### config.mk
export PLATFORM = sky130hd
export DESIGN_NAME = ppsrv_top
export DESIGN_NICKNAME = d
export VERILOG_FILES = /design/src/ppsrv_pkg.sv /design/src/ppsrv_ver_if.sv /design/src/ppsrv_verifier.sv /design/src/ppsrv_top.sv
export SDC_FILE = /design/constraint.sdc
export NUM_CORES = 1
export LEC_CHECK = 0
export BUFFER_PORTS_ARGS = -buffer_cell sky130_fd_sc_hd__buf_4
export CORE_ASPECT_RATIO = 1.4
export CORE_MARGIN = 2
export CORE_UTILIZATION = 40
export DETAILED_ROUTE_END_ITERATION = 10
export HOLD_SLACK_MARGIN = 0.05
export SLEW_MARGIN = 15
export SYNTH_ARGS = -nofsm -noshare
export SYNTH_HDL_FRONTEND = slang
export SYNTH_SLANG_ARGS = --single-unit
### constraint.sdc
create_clock -name clk -period 4.5 [get_ports clk]
set_input_delay 0.225 -clock clk [delete_from_list [all_inputs] [get_ports clk]]
set_output_delay 0.225 -clock clk [all_outputs]
set_load 0.005 [all_outputs]
### src/ppsrv_pkg.sv
// Constants shared by the PIPE status, reset and verifier logic.
// Assumes a single 100 MHz parallel clock and a plain register port.
package ppsrv_pkg;

  // Clock and timing
  localparam int CLK_MHZ = 100;
  localparam int PD_ACK_NS = 40;
  localparam int PD_ACK_CYC = (PD_ACK_NS * CLK_MHZ + 999) / 1000;
  localparam int CAL_STEPS = 16;
  localparam int ERR_HOLD = 3;
  localparam int PRBS_LEN = 127;
  localparam int PRBS_TAP_A = 7;
  localparam int PRBS_TAP_B = 6;

  // Register map, byte addresses
  localparam int ADDR_W = 8;
  localparam logic [7:0] ADDR_CTRL = 8'h00;
  localparam logic [7:0] ADDR_STAT = 8'h04;
  localparam logic [7:0] ADDR_RXWORD = 8'h08;
  localparam logic [31:0] CTRL_RESET = 32'h0000_0001;

  // Control fields
  localparam int CTRL_INFER_EN = 0;
  localparam int CTRL_PRBS = 1;
  localparam int CTRL_VER_EN = 2;
  localparam int CTRL_CAL_PD = 3;
  localparam int CTRL_VER_CLR = 4;

  // Status fields
  localparam int STAT_VER_ERR = 0;
  localparam int STAT_VER_DONE = 1;
  localparam int STAT_CAL_DONE = 2;
  localparam int STAT_IDLE = 3;
  localparam int STAT_PD = 4;
  localparam int STAT_RXST = 8;

  // Receiver status codes
  localparam logic [2:0] RXST_OK = 3'h0;
  localparam logic [2:0] RXST_SKP_ADD = 3'h1;
  localparam logic [2:0] RXST_SKP_REM = 3'h2;
  localparam logic [2:0] RXST_DETECTED = 3'h3;
  localparam logic [2:0] RXST_DEC_ERR = 3'h4;
  localparam logic [2:0] RXST_EB_OVF = 3'h5;
  localparam logic [2:0] RXST_EB_UNF = 3'h6;
  localparam logic [2:0] RXST_DISP_ERR = 3'h7;

  // Power states
  localparam logic [1:0] PS_P1 = 2'h2;

  // Asynchronous input positions in the synchroniser bank
  localparam int SY_SIGDET = 0;
  localparam int SY_PWRDN = 1;
  localparam int SY_RXA_RST = 2;
  localparam int SY_RXD_RST = 3;
  localparam int SY_TXD_RST = 4;
  localparam int SY_DET_DONE = 5;
  localparam int SY_DET_HIT = 6;
  localparam int SY_CAL_CLK = 7;
  localparam int SY_N = 8;

  typedef enum logic [1:0] {CAL_IDLE, CAL_RUN, CAL_DONE} ppsrv_cal_t;

endpackage : ppsrv_pkg

### src/ppsrv_ver_if.sv
// Bundle between the top and the pattern verifier.
// Assumes both ends run on the parallel clock.
`timescale 1ns/1ps
`default_nettype none
interface ppsrv_ver_if #(parameter int W = 8);
  logic [W-1:0] data;
  logic valid;
  logic prbs_mode;
  logic enable;
  logic clear;
  logic err;
  logic done;
  modport ctl (output data, output valid, output prbs_mode, output enable, output clear, input err, input done);
  modport verifier (input data, input valid, input prbs_mode, input enable, input clear, output err, output done);
endinterface : ppsrv_ver_if
`default_nettype wire

### src/ppsrv_verifier.sv
// Incrementing-pattern and PRBS7 verifier on received words.
// Assumes words arrive with a valid strobe on the parallel clock; W >= 7.
`timescale 1ns/1ps
`default_nettype none
module ppsrv_verifier #(
  parameter int W = 8
) (
  input wire logic clk,
  input wire logic sys_rst,
  ppsrv_ver_if.verifier vif
);

  localparam int CW = W + 1;
  localparam logic [CW-1:0] BIST_LAST = CW'((1 << W) - 1);
  localparam logic [CW-1:0] PRBS_LAST = CW'(ppsrv_pkg::PRBS_LEN);
  localparam logic [1:0] HOLD_INIT = 2'(ppsrv_pkg::ERR_HOLD - 1);

  // Self-synchronising: the next word is predicted from the last one
  function automatic logic [W-1:0] prbs_next(input logic [W-1:0] p);
    logic [W-1:0] w;
    logic nb;
    w = p;
    for (int i = 0; i < W; i++) begin
      nb = w[W - ppsrv_pkg::PRBS_TAP_A] ^ w[W - ppsrv_pkg::PRBS_TAP_B];
      w = {nb, w[W-1:1]};
    end
    return w;
  endfunction : prbs_next

  logic locked_r, locked_nxt;
  logic [W-1:0] prev_r, prev_nxt;
  logic [CW-1:0] cnt_r, cnt_nxt;
  logic err_r, err_nxt;
  logic done_r, done_nxt;
  logic [1:0] hold_r, hold_nxt;
  logic [W-1:0] expect_w;
  logic miss;

  always_comb begin
    expect_w = vif.prbs_mode ? prbs_next(prev_r) : W'(prev_r + 1'b1);
    miss = vif.valid && locked_r && (vif.data != expect_w);
    locked_nxt = locked_r;
    prev_nxt = prev_r;
    cnt_nxt = cnt_r;
    err_nxt = err_r;
    done_nxt = done_r;
    hold_nxt = (hold_r != 2'h0) ? hold_r - 2'h1 : hold_r;
    if (!vif.enable || vif.clear) begin
      locked_nxt = 1'b0;
      cnt_nxt = '0;
      err_nxt = 1'b0;
      done_nxt = 1'b0;
      hold_nxt = 2'h0;
    end else if (vif.valid) begin
      locked_nxt = 1'b1;
      prev_nxt = vif.data;
      if (locked_r && !done_r) begin
        cnt_nxt = cnt_r + CW'(1);
      end
      if (!vif.prbs_mode) begin
        if (miss) begin
          err_nxt = 1'b1;
          done_nxt = 1'b1;
        end
        if (locked_r && cnt_r == BIST_LAST - CW'(1)) begin
          done_nxt = 1'b1;
        end
      end else begin
        if (miss) begin
          err_nxt = 1'b1;
          hold_nxt = HOLD_INIT;
        end else if (locked_r && hold_r == 2'h0) begin
          err_nxt = 1'b0;
        end
        if (locked_r && cnt_r == PRBS_LAST - CW'(1)) begin
          done_nxt = 1'b1;
        end
      end
    end
  end

  always_ff @(posedge clk or posedge sys_rst) begin
    if (sys_rst) begin
      locked_r <= 1'b0;
      prev_r <= '0;
      cnt_r <= '0;
      err_r <= 1'b0;
      done_r <= 1'b0;
      hold_r <= 2'h0;
    end else begin
      locked_r <= locked_nxt;
      prev_r <= prev_nxt;
      cnt_r <= cnt_nxt;
      err_r <= err_nxt;
      done_r <= done_nxt;
      hold_r <= hold_nxt;
    end
  end

  assign vif.err = err_r;
  assign vif.done = done_r;

endmodule : ppsrv_verifier
`default_nettype wire

### src/ppsrv_top.sv
// PIPE-side status, idle, reset and calibration control of one channel,
// with a register port and the pattern verifier.
// Assumes MAC-side inputs are on clk; analog and reset pins are asynchronous.
`timescale 1ns/1ps
`default_nettype none
module ppsrv_top #(
  parameter int W = 8
) (
  input wire logic clk,
  input wire logic sys_rst,
  input wire logic [ppsrv_pkg::ADDR_W-1:0] reg_addr,
  input wire logic [31:0] reg_wdata,
  input wire logic reg_wr,
  input wire logic reg_rd,
  output logic [31:0] reg_rdata,
  input wire logic force_idle,
  input wire logic [1:0] power_state,
  input wire logic det_loop_req,
  input wire logic infer_idle,
  input wire logic sig_detect,
  input wire logic det_done_pin,
  input wire logic det_hit_pin,
  input wire logic [W-1:0] rx_word_in,
  input wire logic [W/8-1:0] rx_ctl_in,
  input wire logic rx_word_ok,
  input wire logic skip_added,
  input wire logic skip_removed,
  input wire logic decode_err,
  input wire logic ebuf_over,
  input wire logic ebuf_under,
  input wire logic disp_err,
  input wire logic block_pwrdn,
  input wire logic rx_analog_rst,
  input wire logic rx_digital_rst,
  input wire logic tx_digital_rst,
  input wire logic cal_clk,
  output logic tx_idle_r,
  output logic idle_ind_r,
  output logic phy_done_r,
  output logic [2:0] rx_status_r,
  output logic rx_valid_r,
  output logic [W-1:0] rx_word_r,
  output logic [W/8-1:0] rx_ctl_r,
  output logic rx_pma_rst_r,
  output logic rx_pcs_rst_r,
  output logic tx_pcs_rst_r,
  output logic block_off_r,
  output logic cal_run_r
);

  localparam logic [3:0] PD_ACK = 4'(ppsrv_pkg::PD_ACK_CYC);
  localparam logic [4:0] CAL_LAST = 5'(ppsrv_pkg::CAL_STEPS - 1);

  // Highest-severity event wins when several land on one word
  function automatic logic [2:0] rx_code(input logic [5:0] ev);
    logic [2:0] c;
    c = ppsrv_pkg::RXST_OK;
    if (ev[0]) c = ppsrv_pkg::RXST_SKP_ADD;
    if (ev[1]) c = ppsrv_pkg::RXST_SKP_REM;
    if (ev[3]) c = ppsrv_pkg::RXST_EB_UNF;
    if (ev[2]) c = ppsrv_pkg::RXST_EB_OVF;
    if (ev[5]) c = ppsrv_pkg::RXST_DISP_ERR;
    if (ev[4]) c = ppsrv_pkg::RXST_DEC_ERR;
    return c;
  endfunction : rx_code

  ////////////////////////////////////////////////////////////////////////////
  // Synchronisers for pins from outside the clock domain

  logic [ppsrv_pkg::SY_N-1:0] sy_raw, sy_meta_r, sy_r;
  assign sy_raw = {cal_clk, det_hit_pin, det_done_pin, tx_digital_rst,
                   rx_digital_rst, rx_analog_rst, block_pwrdn, sig_detect};

  always_ff @(posedge clk or posedge sys_rst) begin
    if (sys_rst) begin
      sy_meta_r <= '0;
      sy_r <= '0;
    end else begin
      sy_meta_r <= sy_raw;
      sy_r <= sy_meta_r;
    end
  end

  logic pd_s;
  assign pd_s = sy_r[ppsrv_pkg::SY_PWRDN];

  ////////////////////////////////////////////////////////////////////////////
  // Register port

  logic [31:0] ctrl_r, ctrl_nxt;
  logic [31:0] rdata_nxt;
  logic ver_clr_r, ver_clr_nxt;
  ppsrv_pkg::ppsrv_cal_t cal_st_r, cal_st_nxt;
  ppsrv_ver_if #(.W(W)) vif ();

  always_comb begin
    ctrl_nxt = ctrl_r;
    ver_clr_nxt = 1'b0;
    rdata_nxt = '0;
    if (reg_wr && reg_addr == ppsrv_pkg::ADDR_CTRL) begin
      ctrl_nxt = {28'h0000000, reg_wdata[3:0]};
      ver_clr_nxt = reg_wdata[ppsrv_pkg::CTRL_VER_CLR];
    end
    if (reg_rd) begin
      unique case (reg_addr)
        ppsrv_pkg::ADDR_CTRL: rdata_nxt = ctrl_r;
        ppsrv_pkg::ADDR_STAT: begin
          rdata_nxt[ppsrv_pkg::STAT_VER_ERR] = vif.err;
          rdata_nxt[ppsrv_pkg::STAT_VER_DONE] = vif.done;
          rdata_nxt[ppsrv_pkg::STAT_CAL_DONE] = cal_st_r == ppsrv_pkg::CAL_DONE;
          rdata_nxt[ppsrv_pkg::STAT_IDLE] = idle_ind_r;
          rdata_nxt[ppsrv_pkg::STAT_PD] = block_off_r;
          rdata_nxt[ppsrv_pkg::STAT_RXST +: 3] = rx_status_r;
        end
        ppsrv_pkg::ADDR_RXWORD: rdata_nxt[W-1:0] = rx_word_r;
        default: rdata_nxt = '0;
      endcase
    end
  end

  always_ff @(posedge clk or posedge sys_rst) begin
    if (sys_rst) begin
      ctrl_r <= ppsrv_pkg::CTRL_RESET;
      ver_clr_r <= 1'b0;
      reg_rdata <= '0;
    end else begin
      ctrl_r <= ctrl_nxt;
      ver_clr_r <= ver_clr_nxt;
      reg_rdata <= rdata_nxt;
    end
  end

  ////////////////////////////////////////////////////////////////////////////
  // Power-down and reset outputs

  always_ff @(posedge clk or posedge sys_rst) begin
    if (sys_rst) begin
      block_off_r <= 1'b1;
      rx_pma_rst_r <= 1'b1;
      rx_pcs_rst_r <= 1'b1;
      tx_pcs_rst_r <= 1'b1;
    end else begin
      block_off_r <= pd_s;
      rx_pma_rst_r <= pd_s | sy_r[ppsrv_pkg::SY_RXA_RST];
      rx_pcs_rst_r <= pd_s | sy_r[ppsrv_pkg::SY_RXD_RST];
      tx_pcs_rst_r <= pd_s | sy_r[ppsrv_pkg::SY_TXD_RST];
    end
  end

  ////////////////////////////////////////////////////////////////////////////
  // Electrical idle

  logic tx_idle_nxt, idle_ind_nxt;

  always_comb begin
    tx_idle_nxt = force_idle | pd_s;
    if (ctrl_r[ppsrv_pkg::CTRL_INFER_EN]) begin
      idle_ind_nxt = infer_idle;
    end else begin
      idle_ind_nxt = ~sy_r[ppsrv_pkg::SY_SIGDET];
    end
  end

  always_ff @(posedge clk or posedge sys_rst) begin
    if (sys_rst) begin
      tx_idle_r <= 1'b1;
      idle_ind_r <= 1'b1;
    end else begin
      tx_idle_r <= tx_idle_nxt;
      idle_ind_r <= idle_ind_nxt;
    end
  end

  ////////////////////////////////////////////////////////////////////////////
  // PHY completion and receive status

  logic [1:0] ps_r, ps_nxt;
  logic [3:0] ps_cnt_r, ps_cnt_nxt;
  logic det_busy_r, det_busy_nxt;
  logic det_seen_r, det_seen_nxt;
  logic phy_done_nxt;
  logic [2:0] rx_status_nxt;
  logic rx_valid_nxt;

  always_comb begin
    ps_nxt = power_state;
    ps_cnt_nxt = (ps_cnt_r != 4'h0) ? ps_cnt_r - 4'h1 : ps_cnt_r;
    det_busy_nxt = det_busy_r;
    det_seen_nxt = sy_r[ppsrv_pkg::SY_DET_DONE];
    phy_done_nxt = 1'b0;
    rx_status_nxt = rx_code({disp_err, decode_err, ebuf_under, ebuf_over, skip_removed, skip_added});
    rx_valid_nxt = rx_word_ok && !pd_s && !rx_pcs_rst_r;
    if (power_state != ps_r) begin
      ps_cnt_nxt = PD_ACK;
    end
    // Only in P1 with tx idle; a done pin still high means a stale request
    if (!det_busy_r && det_loop_req && force_idle && power_state == ppsrv_pkg::PS_P1 &&
        !sy_r[ppsrv_pkg::SY_DET_DONE]) begin
      det_busy_nxt = 1'b1;
    end
    if (det_busy_r && sy_r[ppsrv_pkg::SY_DET_DONE] && !det_seen_r) begin
      det_busy_nxt = 1'b0;
      phy_done_nxt = 1'b1;
      rx_status_nxt = sy_r[ppsrv_pkg::SY_DET_HIT] ? ppsrv_pkg::RXST_DETECTED : ppsrv_pkg::RXST_OK;
    end else if (ps_cnt_r == 4'h1) begin
      phy_done_nxt = 1'b1;
    end
    if (pd_s) begin
      phy_done_nxt = 1'b0;
      det_busy_nxt = 1'b0;
    end
  end

  always_ff @(posedge clk or posedge sys_rst) begin
    if (sys_rst) begin
      ps_r <= '0;
      ps_cnt_r <= '0;
      det_busy_r <= 1'b0;
      det_seen_r <= 1'b0;
      phy_done_r <= 1'b0;
      rx_status_r <= ppsrv_pkg::RXST_OK;
      rx_valid_r <= 1'b0;
      rx_word_r <= '0;
      rx_ctl_r <= '0;
    end else begin
      ps_r <= ps_nxt;
      ps_cnt_r <= ps_cnt_nxt;
      det_busy_r <= det_busy_nxt;
      det_seen_r <= det_seen_nxt;
      phy_done_r <= phy_done_nxt;
      rx_status_r <= rx_status_nxt;
      rx_valid_r <= rx_valid_nxt;
      rx_word_r <= rx_word_in;
      rx_ctl_r <= rx_ctl_in;
    end
  end

  ////////////////////////////////////////////////////////////////////////////
  // Calibration, stepped by rising edges of the calibration clock

  logic [4:0] cal_cnt_r, cal_cnt_nxt;
  logic cal_ck_r;
  logic cal_tick;
  logic cal_off;

  always_comb begin
    cal_tick = sy_r[ppsrv_pkg::SY_CAL_CLK] && !cal_ck_r;
    cal_off = ctrl_r[ppsrv_pkg::CTRL_CAL_PD] | pd_s;
    cal_st_nxt = cal_st_r;
    cal_cnt_nxt = cal_cnt_r;
    unique case (cal_st_r)
      ppsrv_pkg::CAL_IDLE: begin
        cal_cnt_nxt = '0;
        if (cal_tick) cal_st_nxt = ppsrv_pkg::CAL_RUN;
      end
      ppsrv_pkg::CAL_RUN: begin
        if (cal_tick) cal_cnt_nxt = cal_cnt_r + 5'h01;
        if (cal_tick && cal_cnt_r == CAL_LAST) cal_st_nxt = ppsrv_pkg::CAL_DONE;
      end
      ppsrv_pkg::CAL_DONE: cal_st_nxt = ppsrv_pkg::CAL_DONE;
    endcase
    if (cal_off) begin
      cal_st_nxt = ppsrv_pkg::CAL_IDLE;
      cal_cnt_nxt = '0;
    end
  end

  always_ff @(posedge clk or posedge sys_rst) begin
    if (sys_rst) begin
      cal_st_r <= ppsrv_pkg::CAL_IDLE;
      cal_cnt_r <= '0;
      cal_ck_r <= 1'b0;
      cal_run_r <= 1'b0;
    end else begin
      cal_st_r <= cal_st_nxt;
      cal_cnt_r <= cal_cnt_nxt;
      cal_ck_r <= sy_r[ppsrv_pkg::SY_CAL_CLK];
      cal_run_r <= cal_st_nxt == ppsrv_pkg::CAL_RUN;
    end
  end

  ////////////////////////////////////////////////////////////////////////////
  // Verifier

  assign vif.data = rx_word_r;
  assign vif.valid = rx_valid_r;
  assign vif.prbs_mode = ctrl_r[ppsrv_pkg::CTRL_PRBS];
  assign vif.enable = ctrl_r[ppsrv_pkg::CTRL_VER_EN] && !rx_pcs_rst_r;
  assign vif.clear = ver_clr_r;

  ppsrv_verifier #(.W(W)) u_ver (
    .clk(clk),
    .sys_rst(sys_rst),
    .vif(vif)
  );

endmodule : ppsrv_top
`default_nettype wire

==> impl_results.md <==
* Hold Vio Cnt, Final at 0
* Post-synthesis area per instance at around 11 µm²
* Core Area at 0.0103 mm²
* Vias after detailed routing at between 2000 and 3000
* Total wire length at about 8700 µm
* RSZ-0062 raised after global routing: false
* TritonCTS clock tree: done
* Iter 0 DRT Violations at ~130
* Synth warn at 0
* Final ANT Viol Nets at 0
* Tmin final at 2.11 ns
* Ports at 126
* Cells after DPL at about 580
* Share of the core filled with cells at 51.9%
* Post-synth EDFFs at 0
* Fin cells at about 610
* Die Width at 90.9 µm
* Outcome: finished clean
* Setup crit start kind: register
* Max clock buf depth at 2
* Die area at 0.0114 mm²
* R2R Setup Slk at 2.39 ns
* # resized after CTS at 0
* Placer Congestion at 0.782
* Hold WC Path Type: in -> reg
* Final nets at between 500 and 600
* Worst slew pin tran at 0.709 ns
* Leakage power at between 2 and 3 nW
* Critical path class: reg -> reg
* Number of synthesized register bits at 91
* Drt wl/cell at 14.2 µm
* Clk slew on worst S/H paths at approximately 0.070 ns
* Max Fclk at 473 MHz
* Vias per cell at 4.85
* Hold WS at 0.0798 ns
* Worst VDD drop at 0.198 mV
* Port Buf Inserts at 77
* Setup Buffers After CTS at 0
* Layout Skew at 0.00453 ns
* Async SR Flop Fraction at 100%
* Crit. End Element: register
* First-pass GRT wire length at between 10000 and 15000 µm
* DRC at 0
* Multi-input logic area at 0.00176 mm²
* # setup viols final at 0
* Share of power burned in combinational logic at ~9%
* Internal at 0.00143 W
* Fin Setup TNS at 0 ns
* Initial Utilization at 40.8%
* Register area at about 0.0023 mm²
* # diodes at 0
* CP Data Arrival Time at 2.31 ns
* Detailed Place HPWL at 6340 µm
* Power Dens Cells at 346 mW/mm²
* Slew Limit Fails at 0
* Row count at 44
* Overall routing resource usage at 16.2%
* Count of TritonRoute iterations in the first routing pass at 4
* Num CTS Buffers at 9
* Worst skew pair latency at 0.34 ns
* Switching share of power at 23.2%
* Max FO, Critical Path at 22
* Tcrit/Tclk final at between 40 and 50%
* Post-synthesis cell count at 371
* Required time of the critical path at 4.70 ns
* Cts hold-fix bufs at 20
* Clock share of power at 44.0%
* Pin count of the biggest net entering global routing at 54
* Final-layout fill cell count at 928
* Number of global-route vias before repair at 3033
* Root Buffer: clkbuf_16
* Slew Limit Headroom at 52.7%
* Initial antenna violation count at 0
* DIE HEIGHT at 126 µm
* Switch Pwr at 0.000432 W
* Grt total ovfl at 0
* Sequential-to-total area share from yosys stat at 54.1%
* Final Power at 0.00186 W
* Synthesis-to-finish area growth at 27.2%
* Synthesized cell area at 0.00423 mm²
* Max cap viols at 0
* Distinct cells, synth at 56
* CTS H-tree lvls at 3
* Share of post-route cells with drive strength above 1 at 27.3%
* Main synth FF type: dfrtp_1
* Sequential Power Share at 47.0%
* CTS sink cnt at 91
==> cells in the mapped netlist, types with 4 or more instances <==
cell      number  area (µm²)
dfrtp_1       84        2100
mux2_4         4        60.1
o21ai_0        7        35.0
clkbuf_1       7        26.3
inv_1         11        41.3
nand2_1       20        75.1
mux2_2         9         101
nor2_1        41         154
or2_2          5        31.3
nor3_1         8        40.0
ha_1          16         200
and3_1        11        68.8
buf_4         22         165
or3_1          5        31.3
nand2b_1       5        31.3
xor2_1         6        52.6
dfstp_2        7         184
xnor2_1       16         140
nor2b_1        6        37.5
a211oi_1       5        37.5
mux2i_1        6        60.1
a21oi_1       19        95.1
==> logic make-up (layout without fill, tap and decap cells) <==
group,count (synthesis),after routing,synth area share [%]
compound gates,55,55,8.79
xor+xnor,23,23,5.09
fa+ha+maj,16,16,4.74
other cells,1,21,0.0888
simple gates,123,123,15.9
flops,91,91,54.1
buf+inv,43,125,6.01
mux,19,19,5.24
==> metrics by stage <==
| step | area [µm²] | setup slack (ns) |
|---|---|---|
| 2_1_floorplan | 4300 | 1.92 |
| 3_3_place_gp | 4850 | 2.43 |
| 3_5_place_dp | 4850 | 2.39 |
| 4_1_cts | 5370 | 2.39 |
| 5_1_grt | 5370 | 2.20 |
| 6_report | 5370 | 2.39 |
==> final cells by class <==
cell class,count,share of cell area [%]
Inverter,11,0.792
Clock inverter,7,1.89
Tap cell,138,3.21
Timing Repair Buffer,98,14.6
Sequential cell,91,42.5
Clock buffer,9,4.19
Multi-Input combinational cell,257,32.8
==> state kept, by name, summed over array words and instances, names as in the netlist, 2 cells and up <==
| register | flops |
|---|---|
| cal_st_r | 2 |
| ps_cnt_r | 4 |
| u_ver.cnt_r | 9 |
| ctrl_r | 4 |
| cal_cnt_r | 5 |
| rx_status_r | 3 |
| u_ver.hold_r | 2 |
| sy_meta_r | 8 |
| ps_r | 2 |
| reg_rdata | 11 |
| sy_r | 8 |
| rx_word_r | 8 |
| u_ver.prev_r | 8 |
==> power by group through the flow <==
stage / clock network [W] / registers (W) / logic (W)
global placement: 0 / 0.000887 / 0.000153
detailed placement: 0 / 0.000888 / 0.000155
global route: 0.000871 / 0.000877 / 0.000188
floorplan: 0 / 0.000880 / 0.000103
finish: 0.000818 / 0.000872 / 0.000167
CTS: 0.000841 / 0.000873 / 0.000170
==> cells in the final DEF (no fill, tap or decap), types with 6 or more instances in the layout <==
cell type      instances
a21oi_1               19
and3_1                11
buf_4                 78
clkbuf_16              9
conb_1                21
dfrtp_1               84
dfstp_2                7
dlygate4sd3_1         20
ha_1                  16
inv_1                 10
mux2_2                 9
mux2i_1                6
nand2_1               20
nor2_1                41
nor2b_1                6
nor3_1                 8
o21ai_0                7
xnor2_1               16
xor2_1                 6
==> path summary, 6_finish.rpt <==
path / start / end / cells past startpoint
worst max-delay path: ctrl_r[1] / u_ver.vif.err / 5
worst min-delay path: force_idle / tx_idle_r / 2
worst max register to register: ctrl_r[1] / u_ver.vif.err / 5
worst min register to register: sy_meta_r[5] / sy_r[5] / 0
max in group asynchronous: sys_rst / u_ver.prev_r[6] / 4
min in group asynchronous: sys_rst / sy_meta_r[4] / 3
==> layer usage <==
metal / wire length [µm] / GRT usage (%) / share of wire [%] / up-vias
met5: 0 / 0 / 0 / -
li1: - / - / - / 1434
met3: 378 / 4.13 / 4.3 / 22
met1: 3730 / 20.2 / 43 / 1436
met2: 4280 / 26.0 / 49 / 72
met4: 310 / 8.65 / 3.6 / 0
==> worst max-delay path, stage by stage (launching register included) <==
cell	delay [ns]
dfrtp_1	0.80
and2b_1	0.27
a31oi_2	0.23
mux2_2	0.38
nor3_1	0.20
a211oi_1	0.10
No activity file was read; power rests on OpenSTA's default activity.
